File: config.mk
export PLATFORM = sky130hd
export DESIGN_NAME = ulsf_top
export DESIGN_NICKNAME = d
export VERILOG_FILES = /design/src/logic/ulsf_pkg.sv /design/src/logic/ulsf_top.sv
export VERILOG_INCLUDE_DIRS = /design/src /design/src/logic
export SDC_FILE = /design/constraint.sdc
export NUM_CORES = 1
export LEC_CHECK = 0
export ABC_AREA = 1
export BUFFER_PORTS_ARGS = -buffer_cell sky130_fd_sc_hd__clkbuf_2
export CORE_MARGIN = 3
export CORE_UTILIZATION = 61
export DETAILED_ROUTE_END_ITERATION = 10
export PLACE_DENSITY = 0.8
export SLEW_MARGIN = 20
export SYNTH_ARGS = -nofsm -noshare
export SYNTH_HDL_FRONTEND = slang
export SYNTH_SLANG_ARGS = --single-unit
File: constraint.sdc
create_clock -name clock -period 4.6 [get_ports clock]
set_input_delay 0.46 -clock clock [delete_from_list [all_inputs] [get_ports clock]]
set_output_delay 0.46 -clock clock [all_outputs]
set_load 0.005 [all_outputs]
File: src/logic/ulsf_regs.svh
`ifndef ULSF_REGS_SVH
`define ULSF_REGS_SVH
// register byte offsets
`define ULSF_OFF_DATA 8'h00
`define ULSF_OFF_CTRL 8'h04
`define ULSF_OFF_DIV 8'h08
`define ULSF_OFF_LSR 8'h14
`define ULSF_OFF_ISTAT 8'h18
`define ULSF_OFF_IMASK 8'h1c
// control fields
`define ULSF_CTRL_FIFO_EN 0
`define ULSF_CTRL_PAR_EN 1
`define ULSF_CTRL_PAR_ODD 2
`define ULSF_CTRL_RST 3'h0
// interrupt status / mask fields
`define ULSF_INT_RX 0
`define ULSF_INT_LINE 1
`define ULSF_INT_TX_HOLDING_EMPTY 2
// cycles per bit, default near 115200 baud at 40 MHz
`define ULSF_DIV_RST 16'h015b
`define ULSF_FIFO_DEPTH 5'h10
`define ULSF_ONE_DEEP 5'h01
`define ULSF_TX_BITS_PAR 4'hb
`define ULSF_TX_BITS_NOPAR 4'ha
`define ULSF_LAST_DATA 3'h7
`define ULSF_RESP_OK 2'h0
`define ULSF_RESP_SLVERR 2'h2
`endif

File: src/logic/ulsf_pkg.sv
package ulsf_pkg;
   // one receive fifo entry: the character and its own error marks
   typedef struct packed {
      logic brk;
      logic frm_err;
      logic par_err;
      logic [7:0] data;
   } ulsf_rx_ent_t;
   // line status as read by software, msb first
   typedef struct packed {
      logic rx_fifo_has_error;
      logic tx_all_empty;
      logic tx_holding_empty;
      logic break_flag;
      logic framing_err_flag;
      logic parity_err_flag;
      logic ovr;
      logic rx_data_ready;
   } ulsf_lsr_t;
   typedef enum logic [2:0] {RX_IDLE, RX_START, RX_DATA, RX_PAR, RX_STOP, RX_BREAK} ulsf_rx_st_t;
endpackage

File: src/logic/ulsf_top.sv
// Design decisions made here: the register addresses and the AXI4-Lite interface to the registers.
`timescale 1ns/100ps
`include "ulsf_regs.svh"
module ulsf_top
   import ulsf_pkg::*;
(
   input wire logic clock,
   input wire logic nrst,
   input wire logic ce,
   input wire logic serial_rx_line,
   output logic serial_tx_line,
   output logic irq,
   input wire logic s_axi_awvalid,
   output logic s_axi_awready,
   input wire logic [7:0] s_axi_awaddr,
   input wire logic s_axi_wvalid,
   output logic s_axi_wready,
   input wire logic [31:0] s_axi_wdata,
   input wire logic [3:0] s_axi_wstrb,
   output logic s_axi_bvalid,
   input wire logic s_axi_bready,
   output logic [1:0] s_axi_bresp,
   input wire logic s_axi_arvalid,
   output logic s_axi_arready,
   input wire logic [7:0] s_axi_araddr,
   output logic s_axi_rvalid,
   input wire logic s_axi_rready,
   output logic [31:0] s_axi_rdata,
   output logic [1:0] s_axi_rresp
);
   logic rx_meta_ff, rx_s_ff, tx_line_ff, irq_ff;
   logic awready_ff, arready_ff, bvalid_ff, rvalid_ff;
   logic [1:0] bresp_ff, rresp_ff;
   logic [31:0] rdata_ff;
   logic [2:0] ctrl_ff, imask_ff, istat_ff, nxt_istat;
   logic [15:0] div_ff;
   ulsf_rx_ent_t fifo_mem [0:15];
   logic [3:0] wr_ptr_ff, rd_ptr_ff;
   logic [4:0] cnt_ff, err_cnt_ff, nxt_err_cnt;
   logic ovr_ff, parity_err_flag_ff, framing_err_flag_ff, break_flag_ff, rx_fifo_has_error_ff;
   logic [7:0] thr_ff;
   logic thr_full_ff;
   logic [9:0] tsr_ff;
   logic [3:0] tx_bits_ff;
   logic [15:0] tx_cnt_ff;
   ulsf_rx_st_t rx_st_ff, nxt_rx_st;
   logic [15:0] rx_cnt_ff, nxt_rx_cnt;
   logic [2:0] rx_bit_ff, nxt_rx_bit;
   logic [7:0] rx_sh_ff, nxt_rx_sh;
   logic rx_par_ff, nxt_rx_par, rx_zero_ff, nxt_rx_zero, rx_pbad_ff, nxt_rx_pbad;

   // ------------------------------------------------------------
   // pin synchroniser
   // ------------------------------------------------------------
   always_ff @(posedge clock or negedge nrst) begin
      if (!nrst) begin
         rx_meta_ff <= 1'b1;
         rx_s_ff <= 1'b1;
      end else if (ce) begin
         rx_meta_ff <= serial_rx_line;
         rx_s_ff <= rx_meta_ff;
      end
   end

   // ------------------------------------------------------------
   // bus decode
   // ------------------------------------------------------------
   // address and data are accepted together, so either arrival order works
   wire wr_go = s_axi_awvalid & s_axi_wvalid & ~awready_ff & ~bvalid_ff;
   wire wr_do = awready_ff;
   wire rd_go = s_axi_arvalid & ~arready_ff & ~rvalid_ff;
   wire rd_do = arready_ff;
   wire [7:0] wa = s_axi_awaddr;
   wire [7:0] ra = s_axi_araddr;
   wire wb0 = s_axi_wstrb[0];
   wire wr_thr = wr_do & wb0 & (wa == `ULSF_OFF_DATA);
   wire wr_ctrl = wr_do & wb0 & (wa == `ULSF_OFF_CTRL);
   wire wr_istat = wr_do & wb0 & (wa == `ULSF_OFF_ISTAT);
   wire wr_imask = wr_do & wb0 & (wa == `ULSF_OFF_IMASK);
   wire wr_div = wr_do & (wa == `ULSF_OFF_DIV);
   wire wr_hit = (wa == `ULSF_OFF_DATA) | (wa == `ULSF_OFF_CTRL) | (wa == `ULSF_OFF_DIV)
      | (wa == `ULSF_OFF_ISTAT) | (wa == `ULSF_OFF_IMASK);
   wire rd_hit = (ra == `ULSF_OFF_DATA) | (ra == `ULSF_OFF_CTRL) | (ra == `ULSF_OFF_DIV)
      | (ra == `ULSF_OFF_ISTAT) | (ra == `ULSF_OFF_IMASK) | (ra == `ULSF_OFF_LSR);
   wire rd_lsr = rd_do & (ra == `ULSF_OFF_LSR);
   wire fifo_en = ctrl_ff[`ULSF_CTRL_FIFO_EN];
   wire par_en = ctrl_ff[`ULSF_CTRL_PAR_EN];
   wire par_odd = ctrl_ff[`ULSF_CTRL_PAR_ODD];

   // ------------------------------------------------------------
   // receive fifo and head tracking
   // ------------------------------------------------------------
   wire rx_tick = (rx_cnt_ff == 16'h0000);
   wire rx_push = (rx_st_ff == RX_STOP) & rx_tick;
   ulsf_rx_ent_t rx_ent;
   assign rx_ent = '{brk: ~rx_s_ff & rx_zero_ff, frm_err: ~rx_s_ff,
      par_err: rx_pbad_ff, data: rx_sh_ff};
   // with the fifo off the buffer is a single holding slot
   wire [4:0] cap = fifo_en ? `ULSF_FIFO_DEPTH : `ULSF_ONE_DEEP;
   wire full = (cnt_ff >= cap);
   wire push = rx_push & ~full;
   wire ovr_ev = rx_push & full;
   ulsf_rx_ent_t head;
   assign head = fifo_mem[rd_ptr_ff];
   wire pop = rd_do & (ra == `ULSF_OFF_DATA) & (cnt_ff != 5'h00);
   wire ent_err = rx_ent.par_err | rx_ent.frm_err | rx_ent.brk;
   wire head_err = head.par_err | head.frm_err | head.brk;
   wire [4:0] cnt_rem = cnt_ff - {4'h0, pop};
   wire [3:0] nxt_hd = rd_ptr_ff + {3'h0, pop};
   // a new character reaches the head by pop or by push into an empty buffer
   wire new_head = (pop | (cnt_ff == 5'h00)) & ((cnt_rem != 5'h00) | push);
   ulsf_rx_ent_t nh_ent;
   assign nh_ent = (cnt_rem != 5'h00) ? fifo_mem[nxt_hd] : rx_ent;
   wire nh_err = nh_ent.par_err | nh_ent.frm_err | nh_ent.brk;
   assign nxt_err_cnt = err_cnt_ff + {4'h0, push & ent_err} - {4'h0, pop & head_err};

   always_ff @(posedge clock) begin
      if (ce && push) begin
         fifo_mem[wr_ptr_ff] <= rx_ent;
      end
   end

   // pointers and counters
   always_ff @(posedge clock or negedge nrst) begin
      if (!nrst) begin
         wr_ptr_ff <= 4'h0;
         rd_ptr_ff <= 4'h0;
         cnt_ff <= 5'h00;
         err_cnt_ff <= 5'h00;
      end else if (ce) begin
         wr_ptr_ff <= wr_ptr_ff + {3'h0, push};
         rd_ptr_ff <= nxt_hd;
         cnt_ff <= cnt_rem + {4'h0, push};
         err_cnt_ff <= nxt_err_cnt;
      end
   end

   // ------------------------------------------------------------
   // line status flags
   // ------------------------------------------------------------
   // the read data is sampled at the same edge that clears, and a new
   // event wins over the clear, so nothing is lost across a read
   always_ff @(posedge clock or negedge nrst) begin
      if (!nrst) begin
         ovr_ff <= 1'b0;
         parity_err_flag_ff <= 1'b0;
         framing_err_flag_ff <= 1'b0;
         break_flag_ff <= 1'b0;
         rx_fifo_has_error_ff <= 1'b0;
      end else if (ce) begin
         ovr_ff <= ovr_ev | (ovr_ff & ~rd_lsr);
         parity_err_flag_ff <= (new_head & nh_ent.par_err)
            | (parity_err_flag_ff & ~rd_lsr);
         framing_err_flag_ff <= (new_head & nh_ent.frm_err)
            | (framing_err_flag_ff & ~rd_lsr);
         break_flag_ff <= (new_head & nh_ent.brk) | (break_flag_ff & ~rd_lsr);
         rx_fifo_has_error_ff <= fifo_en & ((push & ent_err)
            | (rx_fifo_has_error_ff & ~(rd_lsr & (nxt_err_cnt == 5'h00))));
      end
   end

   ulsf_lsr_t lsr;
   wire tx_busy = (tx_bits_ff != 4'h0);
   assign lsr = '{rx_fifo_has_error: rx_fifo_has_error_ff,
      tx_all_empty: ~thr_full_ff & ~tx_busy, tx_holding_empty: ~thr_full_ff,
      break_flag: break_flag_ff, framing_err_flag: framing_err_flag_ff, ovr: ovr_ff,
      parity_err_flag: parity_err_flag_ff, rx_data_ready: cnt_ff != 5'h00};

   // ------------------------------------------------------------
   // receiver
   // ------------------------------------------------------------
   always_comb begin
      nxt_rx_st = rx_st_ff;
      nxt_rx_cnt = rx_tick ? rx_cnt_ff : rx_cnt_ff - 16'h0001;
      nxt_rx_bit = rx_bit_ff;
      nxt_rx_sh = rx_sh_ff;
      nxt_rx_par = rx_par_ff;
      nxt_rx_zero = rx_zero_ff;
      nxt_rx_pbad = rx_pbad_ff;
      case (rx_st_ff)
         RX_IDLE: begin
            if (!rx_s_ff) begin
               nxt_rx_st = RX_START;
               nxt_rx_cnt = {1'b0, div_ff[15:1]};
            end
         end
         RX_START: begin
            if (rx_tick) begin
               // a high line mid-start is a glitch, not a character
               nxt_rx_st = rx_s_ff ? RX_IDLE : RX_DATA;
               nxt_rx_cnt = div_ff - 16'h0001;
               nxt_rx_bit = 3'h0;
               nxt_rx_par = 1'b0;
               nxt_rx_zero = 1'b1;
               nxt_rx_pbad = 1'b0;
            end
         end
         RX_DATA: begin
            if (rx_tick) begin
               nxt_rx_sh = {rx_s_ff, rx_sh_ff[7:1]};
               nxt_rx_par = rx_par_ff ^ rx_s_ff;
               nxt_rx_zero = rx_zero_ff & ~rx_s_ff;
               nxt_rx_bit = rx_bit_ff + 3'h1;
               nxt_rx_cnt = div_ff - 16'h0001;
               if (rx_bit_ff == `ULSF_LAST_DATA) begin
                  nxt_rx_st = par_en ? RX_PAR : RX_STOP;
               end
            end
         end
         RX_PAR: begin
            if (rx_tick) begin
               nxt_rx_pbad = rx_par_ff ^ rx_s_ff ^ par_odd;
               nxt_rx_zero = rx_zero_ff & ~rx_s_ff;
               nxt_rx_cnt = div_ff - 16'h0001;
               nxt_rx_st = RX_STOP;
            end
         end
         RX_STOP: begin
            if (rx_tick) begin
               nxt_rx_cnt = div_ff - 16'h0001;
               nxt_rx_bit = 3'h0;
               nxt_rx_par = 1'b0;
               nxt_rx_zero = 1'b1;
               nxt_rx_pbad = 1'b0;
               if (rx_s_ff) begin
                  nxt_rx_st = RX_IDLE;
               end else if (rx_zero_ff) begin
                  nxt_rx_st = RX_BREAK;
               end else begin
                  nxt_rx_st = RX_DATA;
               end
            end
         end
         RX_BREAK: begin
            if (rx_s_ff) begin
               nxt_rx_st = RX_IDLE;
            end
         end
         default: nxt_rx_st = RX_IDLE;
      endcase
   end

   always_ff @(posedge clock or negedge nrst) begin
      if (!nrst) begin
         rx_st_ff <= RX_IDLE;
         rx_cnt_ff <= 16'h0000;
         rx_bit_ff <= 3'h0;
         rx_sh_ff <= 8'h00;
         rx_par_ff <= 1'b0;
         rx_zero_ff <= 1'b1;
         rx_pbad_ff <= 1'b0;
      end else if (ce) begin
         rx_st_ff <= nxt_rx_st;
         rx_cnt_ff <= nxt_rx_cnt;
         rx_bit_ff <= nxt_rx_bit;
         rx_sh_ff <= nxt_rx_sh;
         rx_par_ff <= nxt_rx_par;
         rx_zero_ff <= nxt_rx_zero;
         rx_pbad_ff <= nxt_rx_pbad;
      end
   end

   // ------------------------------------------------------------
   // transmitter
   // ------------------------------------------------------------
   wire tx_load = thr_full_ff & ~tx_busy;
   wire tx_tick = tx_busy & (tx_cnt_ff == 16'h0000);
   wire tx_par = (^thr_ff) ^ par_odd;
   // a write that meets a load keeps the new byte; holding only one byte
   always_ff @(posedge clock or negedge nrst) begin
      if (!nrst) begin
         thr_ff <= 8'h00;
         thr_full_ff <= 1'b0;
         tsr_ff <= 10'h3ff;
         tx_bits_ff <= 4'h0;
         tx_cnt_ff <= 16'h0000;
         tx_line_ff <= 1'b1;
      end else if (ce) begin
         thr_full_ff <= wr_thr | (thr_full_ff & ~tx_load);
         if (wr_thr) begin
            thr_ff <= s_axi_wdata[7:0];
         end
         if (tx_load) begin
            tx_line_ff <= 1'b0;
            tsr_ff <= {1'b1, par_en ? tx_par : 1'b1, thr_ff};
            tx_bits_ff <= par_en ? `ULSF_TX_BITS_PAR : `ULSF_TX_BITS_NOPAR;
            tx_cnt_ff <= div_ff - 16'h0001;
         end else if (tx_tick) begin
            tx_line_ff <= (tx_bits_ff == 4'h1) ? 1'b1 : tsr_ff[0];
            tsr_ff <= {1'b1, tsr_ff[9:1]};
            tx_bits_ff <= tx_bits_ff - 4'h1;
            tx_cnt_ff <= div_ff - 16'h0001;
         end else if (tx_busy) begin
            tx_cnt_ff <= tx_cnt_ff - 16'h0001;
         end
      end
   end

   // ------------------------------------------------------------
   // control, interrupts and bus answers
   // ------------------------------------------------------------
   wire [2:0] int_ev;
   assign int_ev[`ULSF_INT_RX] = push;
   assign int_ev[`ULSF_INT_LINE] = ovr_ev | (new_head & nh_err);
   assign int_ev[`ULSF_INT_TX_HOLDING_EMPTY] = tx_load;
   // set beats a same-cycle write-one clear
   assign nxt_istat = int_ev | (istat_ff & ~(wr_istat ? s_axi_wdata[2:0] : 3'h0));
   wire [31:0] rd_val =
      (ra == `ULSF_OFF_DATA) ? {24'h0, (cnt_ff != 5'h00) ? head.data : 8'h00} :
      (ra == `ULSF_OFF_CTRL) ? {29'h0, ctrl_ff} :
      (ra == `ULSF_OFF_DIV) ? {16'h0, div_ff} :
      (ra == `ULSF_OFF_LSR) ? {24'h0, lsr} :
      (ra == `ULSF_OFF_ISTAT) ? {29'h0, istat_ff} :
      (ra == `ULSF_OFF_IMASK) ? {29'h0, imask_ff} : 32'h0;

   always_ff @(posedge clock or negedge nrst) begin
      if (!nrst) begin
         ctrl_ff <= `ULSF_CTRL_RST;
         div_ff <= `ULSF_DIV_RST;
         imask_ff <= 3'h0;
         istat_ff <= 3'h0;
         irq_ff <= 1'b0;
      end else if (ce) begin
         if (wr_ctrl) ctrl_ff <= s_axi_wdata[2:0];
         if (wr_div) div_ff <= s_axi_wdata[15:0];
         if (wr_imask) imask_ff <= s_axi_wdata[2:0];
         istat_ff <= nxt_istat;
         irq_ff <= |(nxt_istat & imask_ff);
      end
   end

   always_ff @(posedge clock or negedge nrst) begin
      if (!nrst) begin
         awready_ff <= 1'b0;
         arready_ff <= 1'b0;
         bvalid_ff <= 1'b0;
         rvalid_ff <= 1'b0;
         bresp_ff <= `ULSF_RESP_OK;
         rresp_ff <= `ULSF_RESP_OK;
         rdata_ff <= 32'h0;
      end else if (ce) begin
         awready_ff <= wr_go;
         arready_ff <= rd_go;
         if (wr_do) begin
            bvalid_ff <= 1'b1;
            bresp_ff <= wr_hit ? `ULSF_RESP_OK : `ULSF_RESP_SLVERR;
         end else if (s_axi_bready) begin
            bvalid_ff <= 1'b0;
         end
         if (rd_do) begin
            rvalid_ff <= 1'b1;
            rdata_ff <= rd_val;
            rresp_ff <= rd_hit ? `ULSF_RESP_OK : `ULSF_RESP_SLVERR;
         end else if (s_axi_rready) begin
            rvalid_ff <= 1'b0;
         end
      end
   end

   assign s_axi_awready = awready_ff;
   assign s_axi_wready = awready_ff;
   assign s_axi_arready = arready_ff;
   assign s_axi_bvalid = bvalid_ff;
   assign s_axi_bresp = bresp_ff;
   assign s_axi_rvalid = rvalid_ff;
   assign s_axi_rdata = rdata_ff;
   assign s_axi_rresp = rresp_ff;
   assign serial_tx_line = tx_line_ff;
   assign irq = irq_ff;
endmodule

==> results.py, run 1 <==
metrics = {
    "timing": {
        "setup_violations": 0,
        "fin_hold_ws_ps": 27.9,
        "tns_ps": 0,
        "rsz0062_at_grt": "false",
        "worstMarginPinSlew_ps": 1040,
        "hold_viol": 0,
        "relSlewSlack_pct": 30.4,
        "slew_viol_final": 0,
        "fmax_mhz": 260,
        "skew_ps": 23.2,
        "timing.final.crit_share_pct": 83.6,
        "fin_crit_ps": 3840,
    },
    "run_status": {
        "outcome": "completed",
    },
    "floorplanning": {
        "die_area_um2": 27900,
        "die_h_um": 167,
        "io_pins": 104,
        "start_util_pct": 62.4,
        "rows": 58,
        "die_w_um": 167,
        "coreArea_um2": 25300,
    },
    "clock_tree": {
        "clk_path_buf_depth": 3,
        "clock_sinks": 321,
        "cts_setup_buffers": 0,
        "cts_buffers": 34,
        "cts_tree": "built",
        "worst_skew_pair.late_latency_ps": 520,
        "htree_levels": 2,
        "hold_buffers": 0,
        "cts_resized": 0,
        "path_clk_slew_ps": 60,
        "cts_root_buffer": "clkbuf_16",
    },
    "place": {
        "hpwl_mm": 26.1,
        "port-buffer-count": 66,
        "gp_congestion": 0.931,
        "dp_cells": 2063,
        "postPlaceCellArea_um2": 16400,
    },
    "pwr": {
        "power.switching_mw": 2.71,
        "intPower_mw": 5.76,
        "sequentialPowerShare_pct": 42.5,
        "irDropWorstVdd_mv": 0.375,
        "p_sw_share_pct": 32.0,
        "clkPwrFrac_pct": 34.1,
        "p_comb_share_pct": 23.5,
        "power_leakage_nw": 7.36,
        "powerDensity_nw_per_um2": 481,
    },
    "detailed_routing": {
        "first_pass_iters": 6,
        "first_iter_violations": 1589,
        "via_per_inst": 5.93,
        "ant_nets": 0,
        "drc_errors": 0,
        "avgRoutedWirePerCell_um": 18.4,
        "wl_mm": 39.0,
        "vias": 12589,
    },
    "job": {
        "drv_cap": 0,
    },
    "final_layout": {
        "fillCellCount": 1814,
        "finalNonFillerCells": 2124,
        "multiInputGateArea_um2": 5880,
        "seqCellArea_um2": 8940,
        "drive_gt1_share_pct": 12.4,
        "design_area_um2": 17600,
        "post-route-util_pct": 69.4,
        "n_antenna_cell": 0,
        "fin_nets": 1853,
        "areaGrowthSynthToFinish_pct": 11.3,
    },
    "setup_path": {
        "crit_path_end_kind": "flip-flop",
        "r2r_start": "rd_ptr_ff[0]",
        "timing.rr.end": "rx_fifo_has_error_ff",
        "path_max_fanout": 18,
        "cp-start-kind": "flip-flop",
        "critPathKind": "reg -> reg",
        "cp-endpoint": "rx_fifo_has_error_ff",
        "crit_path_start": "rd_ptr_ff[0]",
        "rrSetupSlack_ps": 760,
        "r2r_cells": 20,
        "critical_path_required_ps": 5000,
        "critPathArrivalTime_ps": 4240,
    },
    "grt": {
        "grt_pass1_wl_mm": 62.4,
        "overflow": 0,
        "first_global_vias": 12062,
        "grt_max_degree": 99,
        "antenna_found_initial": 0,
        "grt_usage_pct": 27.7,
    },
    "synthesis": {
        "synth_top_cell_area_share_pct": 33.5,
        "yosys_warnings": 0,
        "ys_top_cells_by_count": "358 x nand2_1, 181 x nor2_1, 176 x edfxtp_1, 171 x o21ai_0, 154 x inv_1",
        "synth_edf_count": 176,
        "ys_types": 55,
        "synth_ff_type": "edfxtp_1",
        "yosysSeqAreaShare_pct": 56.6,
        "postSynthRegisterBits": 321,
        "synth_area_um2": 15800,
        "synth.most_common_cell": "nand2_1",
        "synth_area_leaders": "edfxtp_1 33%, dfrtp_1 20%, nand2_1 8.5%, o21ai_0 5.4%, nor2_1 4.3%",
        "synth_area_per_cell_um2": 9.27,
        "async_flop_share_pct": 45.2,
        "synth_top_area_cell": "edfxtp_1",
        "synthCells": 1705,
    },
    "min_path": {
        "min_path_type": "in -> async",
    },
}
-- cell usage in the layout, fill, tap and decap left out, types with 34 or more instances in the layout --
| master | netlist | final |
|---|---|---|
| dfrtp_1 | 126 | 125 |
| o21ai_0 | 171 | 171 |
| nor2_1 | 181 | 180 |
| nand2_1 | 358 | 358 |
| xor2_1 | 34 | 34 |
| inv_1 | 154 | 154 |
| a21oi_1 | 66 | 66 |
| clkbuf_2 | 0 | 65 |
| nand3_1 | 99 | 99 |
| clkbuf_16 | 0 | 34 |
| edfxtp_1 | 176 | 176 |
-- through the flow --
stage                     total power, mW  setup WS [ps]
after floorplan                      5.00           1410
after global placement               5.49            930
after detailed placement             5.56            841
after CTS                            8.47            779
after global routing                 8.90            496
final                                8.47            756
-- per-layer routing --
layer / GRT usage, % / wire [um] / vias to the layer above
li1: - / - / 5886
met1: 40.0 / 16800 / 5992
met2: 42.3 / 17500 / 603
met3: 5.79 / 3450 / 108
met4: 9.79 / 1200 / 0
met5: 0 / 0 / -
-- power by group through the flow --
stage / registers (mW) / clock network (mW) / logic, mW
after floorplan: 3.55 / 0 / 1.45
after global placement: 3.62 / 0 / 1.87
after detailed placement: 3.63 / 0 / 1.93
after CTS: 3.58 / 2.92 / 1.96
after global routing: 3.63 / 3.03 / 2.24
final: 3.60 / 2.88 / 1.99
-- state kept, by name, indices dropped and copies added (netlist names), 8 cells and up --
register	count
tsr_ff	9
fifo_mem	176
rx_cnt_ff	16
rx_sh_ff	8
thr_ff	8
s_axi_rdata	16
tx_cnt_ff	16
div_ff	16
-- critical path, cell delays in order, from the launching register on --
cell	delay (ps)
dfrtp_2	470
clkinv_1	340
buf_4	330
nor2_1	120
a31oi_1	90
o41ai_1	80
nand3_1	130
a21oi_1	320
nor4_1	110
ha_1	290
inv_1	40
ha_1	200
fa_1	430
nand3_1	100
nand2_1	80
xnor2_1	210
nand4_1	120
nand2_1	80
nand2_1	50
nand3_1	70
nand2_1	50
-- final cells by class --
type / count / area share, %
inverter: 167 / 3.56
tap: 330 / 2.35
clock buffer: 43 / 5.37
multi-input combinational: 1153 / 33.4
clock inverter: 18 / 1.47
timing repair buffer: 92 / 3.02
sequential: 321 / 50.8
-- cell families after synthesis --
logic type / after synthesis / synth area share (%)
AND/OR/NAND/NOR: 720 / 19.4
AO/OA/AOI/OAI: 335 / 12.1
flip-flops: 321 / 56.6
buffers and inverters: 248 / 6.65
XOR/XNOR: 48 / 2.66
adder cells (fa/ha/maj): 23 / 1.87
multiplexers: 9 / 0.642
other: 1 / 0.0237
-- worst min-delay path by stage --
| stage | cells after the start | slack (ps) | end | startpoint |
|---|---|---|---|---|
| after floorplan | 0 | 160 | break_flag_ff | nrst |
| after global placement | 2 | 450 | rx_meta_ff | rx_meta_ff |
| after detailed placement | 2 | 460 | rx_meta_ff | rx_meta_ff |
| after CTS | 1 | 70 | rd_ptr_ff[2] | nrst |
| after global routing | 1 | 110 | rd_ptr_ff[2] | nrst |
| final | 1 | 30 | err_cnt_ff[2] | nrst |
Note: power is estimated with default switching activity, not from simulation.
==> inputs of run 2 (changes only) <==
--- a/config.mk
+++ b/config.mk
@@ -9,9 +9,9 @@
 export ABC_AREA = 1
 export BUFFER_PORTS_ARGS = -buffer_cell sky130_fd_sc_hd__clkbuf_2
 export CORE_MARGIN = 3
-export CORE_UTILIZATION = 61
+export CORE_UTILIZATION = 55
 export DETAILED_ROUTE_END_ITERATION = 10
-export PLACE_DENSITY = 0.8
+export PLACE_DENSITY = 0.76
 export SLEW_MARGIN = 20
 export SYNTH_ARGS = -nofsm -noshare
 export SYNTH_HDL_FRONTEND = slang
==> constraint.sdc (replaced) <==
create_clock -name clock -period 3.2 [get_ports clock]
set_input_delay 0.32 -clock clock [delete_from_list [all_inputs] [get_ports clock]]
set_output_delay 0.32 -clock clock [all_outputs]
set_load 0.005 [all_outputs]
==> results.py, run 2 (same netlist as run 1, synthesis figures left out) <==
metrics = {
    "final_layout": {
        "fillCellCount": 2192,
        "multiInputGateArea_um2": 6070,
        "max_flop_register": "fifo_mem",
        "seqCellArea_um2": 8940,
        "n_antenna_cell": 0,
        "drive_gt1_share_pct": 15.9,
        "layout_commonest_cell": "nand2_1",
        "final_cell_mix": "357 x nand2_1, 180 x nor2_1, 176 x edfxtp_1",
        "fin_nets": 1918,
        "post-route-util_pct": 65.1,
        "design_area_um2": 18200,
        "largest_reg_flops": 176,
        "areaGrowthSynthToFinish_pct": 15.4,
    },
    "grt": {
        "grt_usage_pct": 26.6,
        "first_global_vias": 12425,
        "grt_pass1_wl_mm": 65.3,
        "overflow": 0,
        "antenna_found_initial": 0,
        "grt_max_degree": 66,
    },
    "min_path": {
        "holdPathEnd": "div_ff[3]",
        "min_path_type": "in -> reg",
        "hold_start": "s_axi_wdata[3]",
        "hold_depth": 3,
    },
    "detailed_routing": {
        "via_per_inst": 5.74,
        "first_pass_iters": 6,
        "ant_nets": 0,
        "wl_mm": 41.1,
        "avgRoutedWirePerCell_um": 18.4,
        "vias": 12838,
        "first_iter_violations": 1571,
        "drc_errors": 0,
    },
    "pwr": {
        "powerDensity_nw_per_um2": 668,
        "irDropWorstVdd_mv": 0.537,
        "power_leakage_nw": 7.66,
    },
    "floorplanning": {
        "coreArea_um2": 28000,
        "start_util_pct": 56.4,
        "rows": 61,
        "die_h_um": 175,
        "die_w_um": 175,
        "io_pins": 104,
        "die_area_um2": 30800,
    },
    "timing": {
        "timing.final.crit_share_pct": 97.4,
        "fin_crit_ps": 3120,
        "timing.final.ws_setup_ps": 82.1,
        "skew_ps": 20.3,
        "hold_viol": 0,
        "fmax_mhz": 321,
        "setup_violations": 0,
        "worstMarginPinSlew_ps": 811,
        "relSlewSlack_pct": 45.8,
        "rsz0062_at_grt": "true",
        "slew_viol_final": 0,
        "fin_hold_ws_ps": 25.1,
    },
    "setup_path": {
        "crit_path_end_kind": "flip-flop",
        "critical_path_required_ps": 3610,
        "timing.rr.end": "rx_fifo_has_error_ff",
        "r2r_start": "rd_ptr_ff[0]",
        "path_max_fanout": 8,
        "critPathArrivalTime_ps": 3520,
        "rrSetupSlack_ps": 80,
        "r2r_cells": 17,
        "cp-start-kind": "flip-flop",
        "critPathKind": "reg -> reg",
    },
    "clock_tree": {
        "clk_path_buf_depth": 3,
        "worst_skew_pair.late_latency_ps": 520,
        "cts_buffers": 35,
        "path_clk_slew_ps": 60,
        "cts_root_buffer": "clkbuf_16",
        "clock_sinks": 321,
        "cts_tree": "built",
        "htree_levels": 2,
    },
    "job": {
        "drv_cap": 0,
    },
    "run_status": {
        "outcome": "completed",
    },
    "place": {
        "port-buffer-count": 66,
        "postPlaceCellArea_um2": 16900,
        "hpwl_mm": 28.4,
        "gp_congestion": 0.929,
        "dp_slack_ps": -196,
    },
}
==> run 2: cell types whose count changed in the layout (fill, tap and decap cells not counted), moves of 4 or more <==
cell,previous run,this run
clkinv_1,5,9
clkbuf_1,3,12
ha_1,22,18
clkbuf_8,6,0
buf_4,26,83
==> run 2: power breakdown <==
group	switching (mW)	internal [mW]
combinational	1.99	1.20
clock	1.63	2.24
sequential	0.370	4.76
==> run 2: cell type report <==
class / instances / share of cell area, %
inverter: 167 / 3.49
sequential: 321 / 49.0
clock buffer: 48 / 5.19
timing repair buffer: 155 / 5.71
clock inverter: 14 / 0.700
multi-input combinational: 1153 / 33.3
tap: 378 / 2.59
timing repair inverter: 1 / 0.0412
==> run 2: how the worst max path moves through the flow <==
stage	start	end	slack (ps)	cells after the start
3_5_place_dp	rd_ptr_ff[0]	rx_fifo_has_error_ff	-200	20
2_1_floorplan	rx_cnt_ff[0]	rx_fifo_has_error_ff	10	19
6_report	rd_ptr_ff[0]	rx_fifo_has_error_ff	80	17
5_1_grt	rd_ptr_ff[0]	rx_fifo_has_error_ff	-130	15
3_3_place_gp	s_axi_araddr[1]	rx_fifo_has_error_ff	-70	19
4_1_cts	rd_ptr_ff[0]	rx_fifo_has_error_ff	50	18
==> run 2: worst max-delay path, cell delays in order (launching register included) <==
cell,delay (ps)
dfrtp_2,530
buf_6,160
nand2_1,60
o31ai_1,260
nand3_2,150
a21oi_2,190
nor4_4,60
ha_4,260
inv_1,30
ha_2,170
fa_2,370
xor2_2,160
nor4_2,210
nand4_1,130
nand2_1,90
nand2_1,50
nand3_1,70
nand2_1,60
==> run 2: repair_timing <==
action                                  4_1_cts  5_1_grt
buffers inserted                              3        4
hold endpoints to repair                     48        0
pin swaps                                     4       14
hold buffers                                  2        0
resized for setup                            12       29
gates cloned                                  0        1
endpoints found under the setup margin        1        3
==> run 2: metrics by stage <==
step / setup TNS (ps) / total power [mW] / instances
after detailed placement: -354 / 8.19 / 2166
final: 0 / 12.2 / 2237
after floorplan: 0 / 7.19 / 1722
after global placement: -65.6 / 8.09 / 2166
after CTS: 0 / 12.1 / 2233
after global routing: -125 / 12.8 / 2237
==> run 2: layer usage <==
layer / part of all wire [%] / up-vias / track usage, %
met3: 7.6 / 110 / 4.65
li1: - / 6014 / -
met1: 41 / 6117 / 36.0
met5: 0 / - / 0
met2: 47 / 597 / 43.6
met4: 3.6 / 0 / 9.60
==> inputs of run 3 (changes only) <==
--- a/config.mk
+++ b/config.mk
@@ -9,9 +9,9 @@
 export ABC_AREA = 1
 export BUFFER_PORTS_ARGS = -buffer_cell sky130_fd_sc_hd__clkbuf_2
 export CORE_MARGIN = 3
-export CORE_UTILIZATION = 55
+export CORE_UTILIZATION = 61
 export DETAILED_ROUTE_END_ITERATION = 10
-export PLACE_DENSITY = 0.76
+export PLACE_DENSITY = 0.8
 export SLEW_MARGIN = 20
 export SYNTH_ARGS = -nofsm -noshare
 export SYNTH_HDL_FRONTEND = slang
==> constraint.sdc (replaced) <==
create_clock -name clock -period 3.3 [get_ports clock]
set_input_delay 0.33 -clock clock [delete_from_list [all_inputs] [get_ports clock]]
set_output_delay 0.33 -clock clock [all_outputs]
set_load 0.005 [all_outputs]
==> results.py, run 3 (same netlist as run 1, synthesis figures left out) <==
metrics = {
    "floorplanning": {
        "die_w_um": 167,
        "die_area_um2": 27900,
        "rows": 58,
        "coreArea_um2": 25300,
        "io_pins": 104,
        "start_util_pct": 62.4,
        "die_h_um": 167,
    },
    "place": {
        "dp_slack_ps": -86.7,
        "dp_cells": 2096,
        "port-buffer-count": 66,
        "hpwl_mm": 27.7,
        "postPlaceCellArea_um2": 16700,
        "gp_congestion": 0.927,
    },
    "run_status": {
        "outcome": "completed",
    },
    "setup_path": {
        "cpMaxStageDelayCell": "dfrtp_2",
        "crit_top_cell": "nand2_1",
        "crit_chain": "buf_4 > buf_4 > nand2_1 > o31ai_1 > nand3_1 > a21oi_2 > nor4_2 > ha_1 > inv_1 > ha_1 > fa_2 > xor2_1 > nor4_2 > nand4_1 > nand2_1 > nand2_1 > nand3_1 > nand2_1",
        "critPathArrivalTime_ps": 3650,
        "cp-start-kind": "flip-flop",
        "path_max_fanout": 6,
        "path_buf_inv": 3,
        "cp_top_family": "simple AND/OR/NAND/NOR gates",
        "critPathMaxStageDelay_ps": 460,
        "critPathKind": "reg -> reg",
        "crit_path_end_kind": "flip-flop",
        "critical_path_required_ps": 3700,
    },
    "timing": {
        "timing.final.ws_setup_ps": 52.6,
        "rsz0062_at_grt": "true",
        "skew_ps": 12.9,
        "setup_violations": 0,
        "fin_hold_ws_ps": 45.2,
        "fmax_mhz": 308,
        "hold_viol": 0,
        "relSlewSlack_pct": 43.0,
        "timing.final.crit_share_pct": 98.4,
        "slew_viol_final": 0,
        "fin_crit_ps": 3250,
        "worstMarginPinSlew_ps": 853,
    },
    "final_layout": {
        "fin_nets": 1896,
        "layout_commonest_cell": "nand2_1",
        "n_antenna_cell": 0,
        "finalNonFillerCells": 2169,
        "drive_gt1_share_pct": 14.8,
        "design_area_um2": 17900,
        "fillCellCount": 1821,
        "largest_reg_flops": 176,
        "final_cell_mix": "358 x nand2_1, 181 x nor2_1, 176 x edfxtp_1",
        "max_flop_register": "fifo_mem",
        "areaGrowthSynthToFinish_pct": 13.6,
    },
    "detailed_routing": {
        "drc_errors": 0,
        "ant_nets": 0,
        "wl_mm": 40.9,
        "via_per_inst": 5.96,
        "first_pass_iters": 6,
        "vias": 12932,
        "avgRoutedWirePerCell_um": 18.9,
        "first_iter_violations": 1631,
    },
    "pwr": {
        "powerDensity_nw_per_um2": 656,
        "irDropWorstVdd_mv": 0.510,
        "finalPower_mw": 11.8,
        "power_leakage_nw": 7.56,
    },
    "grt": {
        "grt_pass1_wl_mm": 65.5,
        "grt_max_degree": 77,
        "antenna_found_initial": 0,
        "overflow": 0,
        "first_global_vias": 12639,
        "grt_usage_pct": 29.2,
    },
    "clock_tree": {
        "cts_tree": "built",
        "worst_skew_pair.late_latency_ps": 520,
        "htree_levels": 2,
        "clk_path_buf_depth": 3,
        "clock_sinks": 321,
        "cts_root_buffer": "clkbuf_16",
        "path_clk_slew_ps": 60,
        "cts_buffers": 35,
    },
    "job": {
        "drv_cap": 0,
    },
    "min_path": {
        "min_path_type": "in -> reg",
    },
}
==> run 3: cell count changes in the layout (fill, tap and decap cells not counted), sizes merged <==
cell and delta:
buf -22, clkbuf +1, clkinvlp +3, inv +1
clkinv -3
==> run 3: cell type report <==
cell class                      count  area (um^2)  area share, %
Timing Repair Buffer              133          873           4.87
Timing Repair inverter              1         5.00         0.0279
Tap cell                          330          413           2.30
Inverter                          167          631           3.51
Multi-Input combinational cell   1153         5960           33.2
Sequential cell                   321         8940           49.8
Clock buffer                       49          980           5.46
Clock inverter                     15          153          0.850
==> run 3: report_power, final <==
part | switching (mW) | leakage [nW] | total [mW] | internal [mW]
Clock | 1.59 | 0.545 | 3.84 | 2.25
Combinational | 1.86 | 3.74 | 2.92 | 1.06
Sequential | 0.399 | 3.28 | 5.01 | 4.62
==> run 3: worst register-to-register path, delay by kind of cell (launching register included) <==
| family | cells | cell delay, ps |
|---|---|---|
| compound gates | 2 | 420 |
| simple gates | 9 | 920 |
| buf+inv | 3 | 330 |
| fa+ha+maj | 3 | 820 |
| xor+xnor | 1 | 180 |
| flops | 1 | 460 |
==> run 3: what timing repair did <==
item / in CTS / in global routing
endpoints found under the hold margin: 56 / 0
endpoints found under the setup margin: 1 / 3
setup buffers: 3 / 3
gates resized for setup: 2 / 22
cloned: 0 / 1
hold buffers: 2 / 0
pin swaps: 0 / 7
==> run 3: path summary, 6_finish.rpt <==
kind	from	endpoint	slack, ps	cells after the start
max	rd_ptr_ff[0]	rx_fifo_has_error_ff	50	18
min	s_axi_wdata[13]	div_ff[13]	50	2
max reg2reg	rd_ptr_ff[0]	rx_fifo_has_error_ff	50	18
min reg2reg	tsr_ff[8]	tsr_ff[8]	470	2
max in group asynchronous	nrst	div_ff[6]	2030	3
min in group asynchronous	nrst	s_axi_rdata[14]	400	2
==> run 3: layer usage <==
layer	vias to the layer above	wire length, um	global-route usage, %
li1	5976	-	-
met1	6170	17000	41.5
met2	672	18700	45.8
met3	114	4000	5.58
met4	0	1230	9.58
met5	-	0	0
==> run 3: through the flow <==
step	TNS, ps	utilization, %
floorplan	0	-
global placement	0	65.8
detailed placement	-86.7	65.8
CTS	0	70.4
global route	-28.5	70.9
finish	0	70.9
